==> src/cmd_map.svh <==
`ifndef CMD_MAP_SVH
`define CMD_MAP_SVH
`define OFF_RX       8'h00
`define OFF_TX       8'h04
`define OFF_CFG      8'h08
`define OFF_NV       8'h0C
`define OFF_STAT     8'h10
`define BUF_DEPTH    10
`define Q_DEPTH      8
`define CH_DOLLAR    8'h24
`define CH_TILDE     8'h7E
`define CH_STAR      8'h2A
`define CH_CR        8'h0D
`define CH_BANG      8'h21
`define CH_QUEST     8'h3F
`define CH_P         8'h50
`define CH_S         8'h53
`define CH_D0        8'h30
`define CH_D1        8'h31
`define CH_D3        8'h33
`define RST_ADDR     8'h01
`define RST_PROTO    1'b0
`define RST_CAP      1'b1
`define RST_TMO      8'h64
`define WD_TMO_BIT   2
`define WD_EN_BIT    7
`define CLK_NS       10
`define TENTH_NS     100000000
`define TENTH_CYCLES (`TENTH_NS / `CLK_NS)
`define RESP_OKAY    2'h0
`define RESP_SLVERR  2'h2
`endif

==> src/cmd_pkg.sv <==
`include "cmd_map.svh"
package cmd_pkg;
  typedef logic [`BUF_DEPTH-1:0][7:0] frame_t;

  typedef struct packed {
    logic       aw_got;
    logic [7:0] aw_addr;
    logic       w_got;
    logic [31:0] wdata;
    logic [3:0] wstrb;
    logic       bvalid;
    logic [1:0] bresp;
    logic       rvalid;
    logic [31:0] rdata;
    logic [1:0] rresp;
    logic [1:0] sw_sync;
    frame_t     fbuf;
    logic [3:0] flen;
    logic       ovf;
    logic [7:0] my_addr;
    logic       modbus_cap;
    logic       chk_en;
    logic       stored_proto;
    logic       active_proto;
    logic       wd_flag;
    logic       wd_en;
    logic [7:0] wd_tmo;
    logic [23:0] tick;
    logic [7:0] units;
    logic       cal_pulse;
    logic [7:0] cal_cnt;
  } main_s;

  typedef struct packed {
    logic [`Q_DEPTH-1:0][7:0] q;
    logic [3:0] cnt;
    logic [2:0] idx;
  } resp_s;

  function automatic logic [7:0] nib2hex(input logic [3:0] v);
    return (v < 4'hA) ? {4'h3, v} : 8'(8'h37 + {4'h0, v});
  endfunction

  function automatic logic [4:0] hex2nib(input logic [7:0] c);
    if (c >= 8'h30 && c <= 8'h39)
      return {1'b1, c[3:0]};
    if ((c >= 8'h41 && c <= 8'h46) || (c >= 8'h61 && c <= 8'h66))
      return {1'b1, 4'(c[3:0] + 4'h9)};
    return 5'h00;
  endfunction
endpackage

==> src/resp_if.sv <==
`timescale 1ns/1ps
`default_nettype none
interface resp_if;
  logic            load;
  logic [4:0][7:0] msg;
  logic [2:0]      len;
  logic            chk_en;
  logic            pop;
  logic [7:0]      ch;
  logic            busy;
  modport parser (output load, msg, len, chk_en, pop, input ch, busy);
  modport sender (input load, msg, len, chk_en, pop, output ch, busy);
endinterface
`default_nettype wire

==> src/protocol_watchdog_cmd_interp.sv <==
// The implementer's own choices: the register offsets and the AXI4-Lite register port.
`timescale 1ns/1ps
`default_nettype none
`include "cmd_map.svh"
module protocol_watchdog_cmd_interp
  import cmd_pkg::*;
#(
  parameter int TENTH_CYCLES = `TENTH_CYCLES
)
(
  input  wire logic        aclk,
  input  wire logic        aresetn,
  input  wire logic [7:0]  awaddr,
  input  wire logic        awvalid,
  output logic             awready,
  input  wire logic [31:0] wdata,
  input  wire logic [3:0]  wstrb,
  input  wire logic        wvalid,
  output logic             wready,
  output logic [1:0]       bresp,
  output logic             bvalid,
  input  wire logic        bready,
  input  wire logic [7:0]  araddr,
  input  wire logic        arvalid,
  output logic             arready,
  output logic [31:0]      rdata,
  output logic [1:0]       rresp,
  output logic             rvalid,
  input  wire logic        rready,
  input  wire logic        init_sw_pos,
  output logic             cal_reload,
  output logic             active_protocol
);
  main_s r;
  main_s n;
  resp_if rif ();

  resp_tx u_tx (
    .aclk    (aclk),
    .aresetn (aresetn),
    .rif     (rif)
  );

  assign awready         = !r.aw_got && !r.bvalid;
  assign wready          = !r.w_got && !r.bvalid;
  assign arready         = !r.rvalid;
  assign bvalid          = r.bvalid;
  assign bresp           = r.bresp;
  assign rvalid          = r.rvalid;
  assign rdata           = r.rdata;
  assign rresp           = r.rresp;
  assign cal_reload      = r.cal_pulse;
  assign active_protocol = r.active_proto;
  assign rif.chk_en      = r.chk_en;

  always_comb
  begin
    logic        rx_ok;
    logic [7:0]  c;
    logic [7:0]  wa;
    logic [7:0]  sum;
    logic [3:0]  m;
    logic        good;
    logic        okr;
    logic [1:0]  dl;
    logic [15:0] dat;
    logic [4:0]  ah;
    logic [4:0]  al;
    logic [4:0]  th;
    logic [4:0]  tl;
    logic        alive;
    logic        kick;
    logic        clr;
    logic [7:0]  stat;
    rx_ok    = 1'b0;
    c        = r.wdata[7:0];
    wa       = {r.aw_addr[7:2], 2'b00};
    sum      = 8'h00;
    m        = r.flen;
    good     = 1'b1;
    okr      = 1'b0;
    dl       = 2'h0;
    dat      = 16'h0000;
    ah       = hex2nib(r.fbuf[1]);
    al       = hex2nib(r.fbuf[2]);
    th       = hex2nib(r.fbuf[5]);
    tl       = hex2nib(r.fbuf[6]);
    alive    = 1'b0;
    kick     = 1'b0;
    clr      = 1'b0;
    stat     = 8'h00;
    stat[`WD_TMO_BIT] = r.wd_flag;
    stat[`WD_EN_BIT]  = r.wd_en;
    n           = r;
    n.cal_pulse = 1'b0;
    n.sw_sync   = {r.sw_sync[0], init_sw_pos};
    rif.load    = 1'b0;
    rif.msg     = '0;
    rif.len     = 3'h0;
    rif.pop     = 1'b0;

    if (awvalid && awready)
    begin
      n.aw_got  = 1'b1;
      n.aw_addr = awaddr;
    end
    if (wvalid && wready)
    begin
      n.w_got = 1'b1;
      n.wdata = wdata;
      n.wstrb = wstrb;
    end
    if (r.bvalid && bready)
      n.bvalid = 1'b0;
    if (r.aw_got && r.w_got && !r.bvalid)
    begin
      n.aw_got = 1'b0;
      n.w_got  = 1'b0;
      n.bvalid = 1'b1;
      n.bresp  = `RESP_OKAY;
      if (wa == `OFF_RX)
        // Characters written while an answer is still queued are dropped
        rx_ok = r.wstrb[0] && !rif.busy;
      else if (wa == `OFF_CFG)
      begin
        if (r.wstrb[0])
          n.my_addr = r.wdata[7:0];
        if (r.wstrb[1])
        begin
          n.modbus_cap = r.wdata[8];
          n.chk_en     = r.wdata[9];
        end
      end
      else if (wa == `OFF_NV)
      begin
        // Restore path for the persistent copy; a write here can only set the flag, never clear it
        if (r.wstrb[0])
        begin
          n.stored_proto = r.wdata[0];
          n.wd_flag      = r.wd_flag | r.wdata[`WD_TMO_BIT];
          n.wd_en        = r.wdata[`WD_EN_BIT];
          kick           = r.wdata[`WD_EN_BIT];
        end
        if (r.wstrb[1])
          n.wd_tmo = r.wdata[15:8];
      end
      else if (wa != `OFF_TX && wa != `OFF_STAT)
        n.bresp = `RESP_SLVERR;
    end

    if (r.rvalid && rready)
      n.rvalid = 1'b0;
    if (arvalid && arready)
    begin
      n.rvalid = 1'b1;
      n.rresp  = `RESP_OKAY;
      n.rdata  = 32'h0;
      unique case ({araddr[7:2], 2'b00})
        `OFF_TX:
        begin
          n.rdata = {23'h0, rif.busy, rif.ch};
          rif.pop = rif.busy;
        end
        `OFF_CFG:  n.rdata = {22'h0, r.chk_en, r.modbus_cap, r.my_addr};
        `OFF_NV:   n.rdata = {16'h0, r.wd_tmo, stat | {7'h0, r.stored_proto}};
        `OFF_STAT: n.rdata = {16'h0, r.cal_cnt, 5'h0, r.sw_sync[1], r.active_proto, rif.busy};
        default:   n.rresp = `RESP_SLVERR;
      endcase
    end

    if (rx_ok)
    begin
      if (c == `CH_CR)
      begin
        n.flen = 4'h0;
        n.ovf  = 1'b0;
        if (r.flen == 4'h0 || r.ovf)
          good = 1'b0;
        if (r.chk_en)
        begin
          m = 4'(r.flen - 4'h2);
          th = hex2nib(r.fbuf[4'(r.flen - 4'h2)]);
          tl = hex2nib(r.fbuf[4'(r.flen - 4'h1)]);
          for (int i = 0; i < `BUF_DEPTH; i++)
          begin
            if (i < int'(r.flen) - 2)
              sum = 8'(sum + r.fbuf[i]);
          end
          if (r.flen < 4'h3 || !th[4] || !tl[4] || {th[3:0], tl[3:0]} != sum)
            good = 1'b0;
          th = hex2nib(r.fbuf[5]);
          tl = hex2nib(r.fbuf[6]);
        end
        if (good && m == 4'h3 && r.fbuf[0] == `CH_TILDE && r.fbuf[1] == `CH_STAR
            && r.fbuf[2] == `CH_STAR)
          alive = 1'b1;
        else if (good && m >= 4'h4 && ah[4] && al[4]
                 && {ah[3:0], al[3:0]} == r.my_addr)
        begin
          if (r.fbuf[0] == `CH_DOLLAR && r.fbuf[3] == `CH_P && m == 4'h4)
          begin
            okr = 1'b1;
            dat = {nib2hex({3'h0, r.modbus_cap}),
                   nib2hex({3'h0, r.stored_proto})};
            dl  = 2'h2;
          end
          else if (r.fbuf[0] == `CH_DOLLAR && r.fbuf[3] == `CH_P && m == 4'h5
                   && (r.fbuf[4] == `CH_D0 || r.fbuf[4] == `CH_D1))
          begin
            okr = r.sw_sync[1];
            if (r.sw_sync[1])
              n.stored_proto = r.fbuf[4][0];
          end
          else if (r.fbuf[0] == `CH_DOLLAR && r.fbuf[3] == `CH_S && m == 4'h5
                   && r.fbuf[4] == `CH_D1)
          begin
            okr         = 1'b1;
            n.cal_pulse = 1'b1;
            n.cal_cnt   = 8'(r.cal_cnt + 8'h1);
          end
          else if (r.fbuf[0] == `CH_TILDE && r.fbuf[3] == `CH_D0 && m == 4'h4)
          begin
            okr = 1'b1;
            dat = {nib2hex(stat[7:4]), nib2hex(stat[3:0])};
            dl  = 2'h2;
          end
          else if (r.fbuf[0] == `CH_TILDE && r.fbuf[3] == `CH_D1 && m == 4'h4)
          begin
            okr = 1'b1;
            clr = 1'b1;
          end
          else if (r.fbuf[0] == `CH_TILDE && r.fbuf[3] == `CH_D3 && m == 4'h7
                   && (r.fbuf[4] == `CH_D0 || r.fbuf[4] == `CH_D1) && th[4] && tl[4])
          begin
            okr      = 1'b1;
            n.wd_en  = r.fbuf[4][0];
            n.wd_tmo = {th[3:0], tl[3:0]};
            kick     = r.fbuf[4][0];
          end
          rif.load   = 1'b1;
          rif.msg[0] = okr ? `CH_BANG : `CH_QUEST;
          rif.msg[1] = nib2hex(r.my_addr[7:4]);
          rif.msg[2] = nib2hex(r.my_addr[3:0]);
          rif.msg[3] = dat[15:8];
          rif.msg[4] = dat[7:0];
          rif.len    = 3'(3'h3 + {1'b0, dl});
        end
      end
      else if (c == `CH_DOLLAR || c == `CH_TILDE)
      begin
        // A delimiter always restarts the frame, resyncing after line noise
        n.fbuf[0] = c;
        n.flen    = 4'h1;
        n.ovf     = 1'b0;
      end
      else if (r.flen != 4'h0)
      begin
        if (r.flen == 4'(`BUF_DEPTH))
          n.ovf = 1'b1;
        else
        begin
          n.fbuf[r.flen] = c;
          n.flen         = 4'(r.flen + 4'h1);
        end
      end
    end

    if (clr)
      n.wd_flag = 1'b0;
    if (kick || (alive && r.wd_en))
    begin
      n.tick  = 24'(TENTH_CYCLES - 1);
      n.units = kick ? n.wd_tmo : r.wd_tmo;
    end
    else if (r.wd_en)
    begin
      if (r.tick != 24'h0)
        n.tick = 24'(r.tick - 24'h1);
      else
      begin
        n.tick = 24'(TENTH_CYCLES - 1);
        // A zero count is handled as the shortest period
        if (r.units <= 8'h01)
        begin
          n.wd_flag = 1'b1;
          n.wd_en   = 1'b0;
        end
        else
          n.units = 8'(r.units - 8'h1);
      end
    end
  end

  always_ff @(posedge aclk)
  begin
    if (!aresetn)
    begin
      r              <= '0;
      r.my_addr      <= `RST_ADDR;
      r.modbus_cap   <= `RST_CAP;
      r.stored_proto <= `RST_PROTO;
      r.active_proto <= `RST_PROTO;
      r.wd_tmo       <= `RST_TMO;
    end
    else
      r <= n;
  end
endmodule
`default_nettype wire

==> src/resp_tx.sv <==
`timescale 1ns/1ps
`default_nettype none
module resp_tx
  import cmd_pkg::*;
(
  input  wire logic aclk,
  input  wire logic aresetn,
  resp_if.sender    rif
);
  resp_s r;
  resp_s n;

  assign rif.ch   = r.q[r.idx];
  assign rif.busy = (r.cnt != 4'h0);

  always_comb
  begin
    logic [7:0] sum;
    logic [3:0] k;
    sum = 8'h00;
    k   = 4'h0;
    n   = r;
    if (rif.load && r.cnt == 4'h0)
    begin
      for (int i = 0; i < 5; i++)
      begin
        if (i < int'(rif.len))
        begin
          n.q[i] = rif.msg[i];
          sum    = 8'(sum + rif.msg[i]);
        end
      end
      k = {1'b0, rif.len};
      // Trailing checksum mirrors what the host was asked to send
      if (rif.chk_en)
      begin
        n.q[k[2:0]]          = nib2hex(sum[7:4]);
        n.q[3'(k + 4'h1)]    = nib2hex(sum[3:0]);
        k                    = 4'(k + 4'h2);
      end
      n.q[k[2:0]] = `CH_CR;
      n.cnt       = 4'(k + 4'h1);
      n.idx       = 3'h0;
    end
    else if (rif.pop && r.cnt != 4'h0)
    begin
      n.idx = 3'(r.idx + 3'h1);
      n.cnt = 4'(r.cnt - 4'h1);
    end
  end

  always_ff @(posedge aclk)
  begin
    if (!aresetn)
      r <= '0;
    else
      r <= n;
  end
endmodule
`default_nettype wire

==> config.mk <==
export PLATFORM = sky130hd
export DESIGN_NAME = protocol_watchdog_cmd_interp
export DESIGN_NICKNAME = d
export VERILOG_FILES = /design/src/cmd_pkg.sv /design/src/resp_if.sv /design/src/protocol_watchdog_cmd_interp.sv /design/src/resp_tx.sv
export VERILOG_INCLUDE_DIRS = /design/src
export SDC_FILE = /design/constraint.sdc
export NUM_CORES = 1
export LEC_CHECK = 0
export ABC_AREA = 1
export BUFFER_PORTS_ARGS = -buffer_cell sky130_fd_sc_hd__buf_4
export CAP_MARGIN = 20
export CORE_MARGIN = 2
export CORE_UTILIZATION = 25
export DETAILED_ROUTE_END_ITERATION = 12
export PLACE_DENSITY_LB_ADDON = 0.1
export RECOVER_POWER = 25
export SYNTH_ARGS = -nofsm -noshare
export SYNTH_HDL_FRONTEND = slang
export SYNTH_SLANG_ARGS = --single-unit
==> constraint.sdc <==
create_clock -name aclk -period 15.4 [get_ports aclk]
set_input_delay 2.31 -clock aclk [delete_from_list [all_inputs] [get_ports aclk]]
set_output_delay 2.31 -clock aclk [all_outputs]
set_load 0.1 [all_outputs]
Yosys cells after proc, flatten, opt, wreduce, memory -nomap -nowiden:

Cells that the tools add are included.

* add/subtract/negate cells: 38
* magnitude comparators: 71
* equality and inequality tests: 33
* muxes and demuxes: 302
* bitwise gates (word level): 15
* reductions and logical operators: 106

Operators with widths (number)
* $mux 8: 73
* $mux 5: 42
* $mux 40: 4
* $bwmux 64: 2
* $mux 64: 2
* $mux 1: 110
* $add 8x8->8: 13
* $mux 9: 11
* $ge 8x7->1 const B: 12
* $le 8x7->1 const B: 12
* $bwmux 80: 1
* $demux 8 s3: 3
* $eq 8x6->1 const B: 9
* $bmux 8 s4: 2
* $mux 32: 2
* $pmux 16 s4: 1
* $logic_and 1x1->1: 60
* $mux 15: 4
* $ge 8x6->1 const B: 6
* $le 8x6->1 const B: 6
* $mux 7: 6
* $and 40x40->40: 1
* $mux 10: 4
* $not 40->40: 1
* 71 further kinds: 178

* flip-flop bits (word level): 286
* input bits: 60

Logic depth before layout (Yosys ltp):

* depth after elaboration: 92
* mapped depth: 126

By module:

A second synthesis with hierarchy kept.

* cells, all modules: 3943
* area, all modules: 24229.5 um^2

Modules (own cells, without submodules)
* protocol_watchdog_cmd_interp: instances 1, cells each 2694, area each 16923.7 um^2
* resp_tx: instances 1, cells each 1249, area each 7305.8 um^2

Worst setup path after synthesis:

No wires, ideal clock.

* path kind: reg-to-reg
* start: register r[65] (netlist name)
* end: register u_tx.r[35] (netlist name)
* data arrival time: 16389 ps
* path slack: -1101 ps
* cell stages (with the launch flop): 116
* path buffers: 6
* clock period less this slack: 16501 ps
* path through: dfxtp_1 > buf_2 > inv_1 > buf_2 > ha_1 > inv_1 > nand2_1 > nand2_1 > nand2_2 > nand2_2 > nand2_1 > inv_1 > ha_1 > fa_1 > nand3b_1 > nand2_1 > inv_1 > fa_1 > (+80 left out) > nand2_1 > xnor2_1 > a21oi_1 > ha_1 > inv_1 > nand3_1 > nand2_1 > nand2_1 > nand2_2 > ha_1 > nand2_1 > nand3_1 > o21ai_0 > nand2_1 > nand2_1 > nand2_1 > nand2_1 > nand2_1

* word-level cells in the longest chain between the ends: 87
* elaborated cells between the ends (all ways): 250
* those cells by class: add/sub: 23; order compare: 37; eq/ne: 5; mux: 145; bitwise: 2; reduce/logical: 38

Ends and longest elaborated chain
* start, declared: RTL line protocol_watchdog_cmd_interp.sv:34 `main_s r;`
* start signal, assigned: RTL line protocol_watchdog_cmd_interp.sv:306 `r <= n;`
* $sub 4x2->5: RTL line protocol_watchdog_cmd_interp.sv:186 `if (i < int'(r.flen) - 2)`
* $lt 1x5->1: RTL line protocol_watchdog_cmd_interp.sv:186
* $mux 8: RTL line protocol_watchdog_cmd_interp.sv:186
* $mux 8: RTL line protocol_watchdog_cmd_interp.sv:179 `if (r.chk_en)`
* $mux 8: RTL line protocol_watchdog_cmd_interp.sv:173 `` if (c == `CH_CR) ``
* $mux 8: RTL line protocol_watchdog_cmd_interp.sv:171 `if (rx_ok)`
* $add 8x8->8: RTL line protocol_watchdog_cmd_interp.sv:187 `sum = 8'(sum + r.fbuf[i]);`
* $mux 8: RTL line protocol_watchdog_cmd_interp.sv:186
* (+71 left out)
* $mux 8: RTL line resp_tx.sv:23 `if (rif.load && r.cnt == 4'h0)`
* $add 6x4->7 or $lt 4x4->1 (tied branches): RTL line cmd_pkg.sv:41 `return (v < 4'hA) ? {4'h3, v} : 8'(8'h37 + {4'h0, v});`
* $mux 8: RTL line cmd_pkg.sv:41
* $bwmux 64: RTL line resp_tx.sv:37 `n.q[k[2:0]] = nib2hex(sum[7:4]);`
* $bwmux 64: RTL line resp_tx.sv:38 `n.q[3'(k + 4'h1)] = nib2hex(sum[3:0]);`
* $mux 64: RTL line resp_tx.sv:35 `if (rif.chk_en)`
* $mux 64: RTL line resp_tx.sv:23
* $and 40x40->40 (no line)
* end signal, assigned: RTL line resp_tx.sv:57 `r <= n;`
* end, declared: RTL line resp_tx.sv:10 `resp_s r;`

Parallel ways exist; a longest one is shown, timed or not. The select of a mux whose other input is x is not followed.
A chain may end at the register's enable or synchronous reset.

Worst setup path in the final report:

* start: register r[65] (netlist name)
* end: register u_tx.r[19] (netlist name)

Same word-level chain as after synthesis.

==> metrics.cfg <==
[status]
status=finished, violations left
violations=capacitance limit, slew limit

[route]
routed_wl_mm=100
drt.antenna.violating_nets=0
dr.pass1.iters=6
drt-initial-drc-count=1716
drc=0
via_per_inst=4.87
routedWlPerCell_microns=19.1
vias=25500

[timing]
fin_crit_sh_pct=97.8
max_slew_margin_pct=-133
rsz0062_at_grt=true
worst_pin_slew_ns=3.49
setup_slack_ns=0.340
finClkSkew_ns=0.0448
period_needed_ns=15.06
slew_viol_final=117
timing.final.hold_violations=0
timing.hold.ws_ns=0.397
setup_viol=0
timing.fmax_mhz=66.4

[synth]
async_flop_share_pct=0
yosysTopAreaCellShare_pct=23.4
synth_most_common_cell=nand2_1
synth_cell_types=69
yosys_warnings=0
synth_area_leaders=dfxtp_1 23%, nand2_1 12%, o21ai_0 8.9%
synth-simple-area-share_pct=30.2
synth_area_leader_cell=dfxtp_1
synth-main-ff-cell=dfxtp_1
syn_avg_cell_area_sq_um=6.18
synth-xor-area-share_pct=2.77
syn_area_sq_um=22800
synth_compound_area_share_pct=22.8
synth-seq-cells=266
synth_top_family_by_area=simple AND/OR/NAND/NOR gates
synth-adder-area-share_pct=8.67
synthCells=3684
muxShareOfSynthArea_pct=0.0440
ys_seq_area_share_pct=23.4
yosys-top-cells-count=711 x nand2_1, 476 x inv_1, 403 x o21ai_0
synth-edff-count=0

[worst_setup_path]
crit_type=reg2reg
r2r_setup_slack_ns=0.34
cp-start-kind=register
crit_fanout=4
r2r-start=r[65]
rr_worst_depth=107
crit_start=r[65]
cpMostUsedCell=buf_4
critPathMaxStageDelay_ns=0.56
arrival_ns=15.49
required_ns=15.83
cp_slowest_cell=fa_2
end_kind=register

[worst_hold_path]
worstHoldStart=n[149]
holdPathStages=2
hold_class=reg2reg

[clocking]
htreeDepth=2
numCtsBuffers=35
cts_sinks=266
clockRootBuffer=clkbuf_16
cts_tree=yes
path_clk_slew_ns=0.06
clock_latency_ns=0.58
cts_buffer_depth=3

[global_routing]
grt_max_degree=86
antenna_found_initial=0
grt_pass1_wl_mm=151
grt-ovfl-total=0
grt_pass1_vias=24200
track_usage_pct=20.9

[power]
pwr_density_cell_nw_per_um2=56.0
max-vdd-ir-drop_mv=0.0692
power.leakage_nw=13.4

[floorplan]
die-area_sq_um=93400
die_h_microns=306
start_util_pct=25.2
die_w_microns=306
row_count=110
ioPinCount=103
core_sq_um=90100

[placement]
dp_hpwl_mm=75.9
port_buffers=61
dpl_cell_area_sq_um=26700
dpl.cell_count=5118
place_congestion=0.897
dpl_worst_slack_ns=-1.11

[cells_and_area]
finalNonFillerCells=5232
drive_gt1_share_pct=21.5
final_nets=4244
final_cell_area_sq_um=29700
diodes=0
area_delta_synth_final_pct=30.6
n_fill_cell=10100

[run]
drv_cap=2

[repair_timing]
item	in CTS	in global routing
setup endpoints to repair	56	56
hold buffers	0	0
pin swaps	60	153
buffers inserted	28	26
cloned	0	0
resized for setup	101	227
[cell families after synthesis]
family,after synthesis
and+or+nand+nor,1565
AOI/OAI and AO/OA,956
buffers and inverters,673
DFF,266
adders and majority gates,151
xor gates and xnor gates,71
other,1
muxes,1
[per-stage QoR]
stage	TNS (ns)	utilization, %	total power [mW]
6_report	0	33.0	1.66
5_1_grt	-30.33	33.0	1.72
3_5_place_dp	-45.16	29.7	0.846
3_3_place_gp	-47.77	29.7	0.846
4_1_cts	0	31.7	1.69
2_1_floorplan	0	-	0.806
[path summary, 6_finish.rpt]
kind,to
min,r[149]
max reg2reg,u_tx.r[19]
max,u_tx.r[19]
min reg2reg,r[149]
[cell type report]
cell class                 count  area (sq um)  share of cell area [%]
clock buffer                  49          1020                    3.43
clock inverter                11           108                   0.362
inverter                     507          1930                    6.48
multi-input combinational   2763         16300                    54.9
sequential                   266          5330                    17.9
tap                         1176          1470                    4.95
timing repair buffer         460          3540                    11.9
[critical path, delay by kind of cell (launching register included)]
| family | cells | cell delay [ns] |
|---|---|---|
| AO/OA/AOI/OAI | 13 | 1.98 |
| XOR/XNOR | 4 | 0.70 |
| adder cells (fa/ha/maj) | 13 | 4.58 |
| buffers and inverters | 28 | 2.73 |
| flip-flops | 1 | 0.37 |
| AND/OR/NAND/NOR | 49 | 4.53 |
[per-layer routing]
| layer | up-vias | global-route usage, % | wire length [microns] |
|---|---|---|---|
| li1 | 12900 | - | - |
| met1 | 11900 | 30.3 | 49700 |
| met2 | 568 | 32.5 | 43300 |
| met3 | 106 | 3.31 | 5020 |
| met4 | 0 | 4.26 | 1920 |
| met5 | - | 0 | 0 |
[where the power goes]
group | leakage (nW) | internal, mW | switching [mW]
Clock | 0.551 | 0.480 | 0.352
Combinational | 10.7 | 0.0243 | 0.0911
Sequential | 2.15 | 0.697 | 0.0187
Total | 13.4 | 1.20 | 0.462
[layout by cell type, fill, tap and decap left out, drive strengths merged, types with 11 or more instances in the layout]
cell type,netlist,routed
a211oi,11,11
a21oi,373,373
a31oi,24,24
and2,15,15
buf,69,455
clkbuf,97,54
clkinv,10,16
conb,1,19
dfxtp,266,266
fa,11,11
ha,140,140
inv,497,499
nand2,739,739
nand3,301,301
nand4,47,47
nor2,317,317
nor3,64,64
nor4,27,27
o211ai,30,30
o21a,15,15
o21ai,433,433
o22ai,12,12
or2,35,35
xnor2,25,25
xor2,46,46
[state kept, by name (all words and copies together), names as in the netlist]
| register | flops |
|---|---|
| rdata | 16 |
| rresp | 1 |
| cal_reload | 1 |
| n | 1 |
| bvalid | 1 |
| bresp | 1 |
| rif.chk_en | 1 |
| r | 172 |
| u_tx.r | 71 |
| rvalid | 1 |
Note: power is estimated with default switching activity, not from simulation.
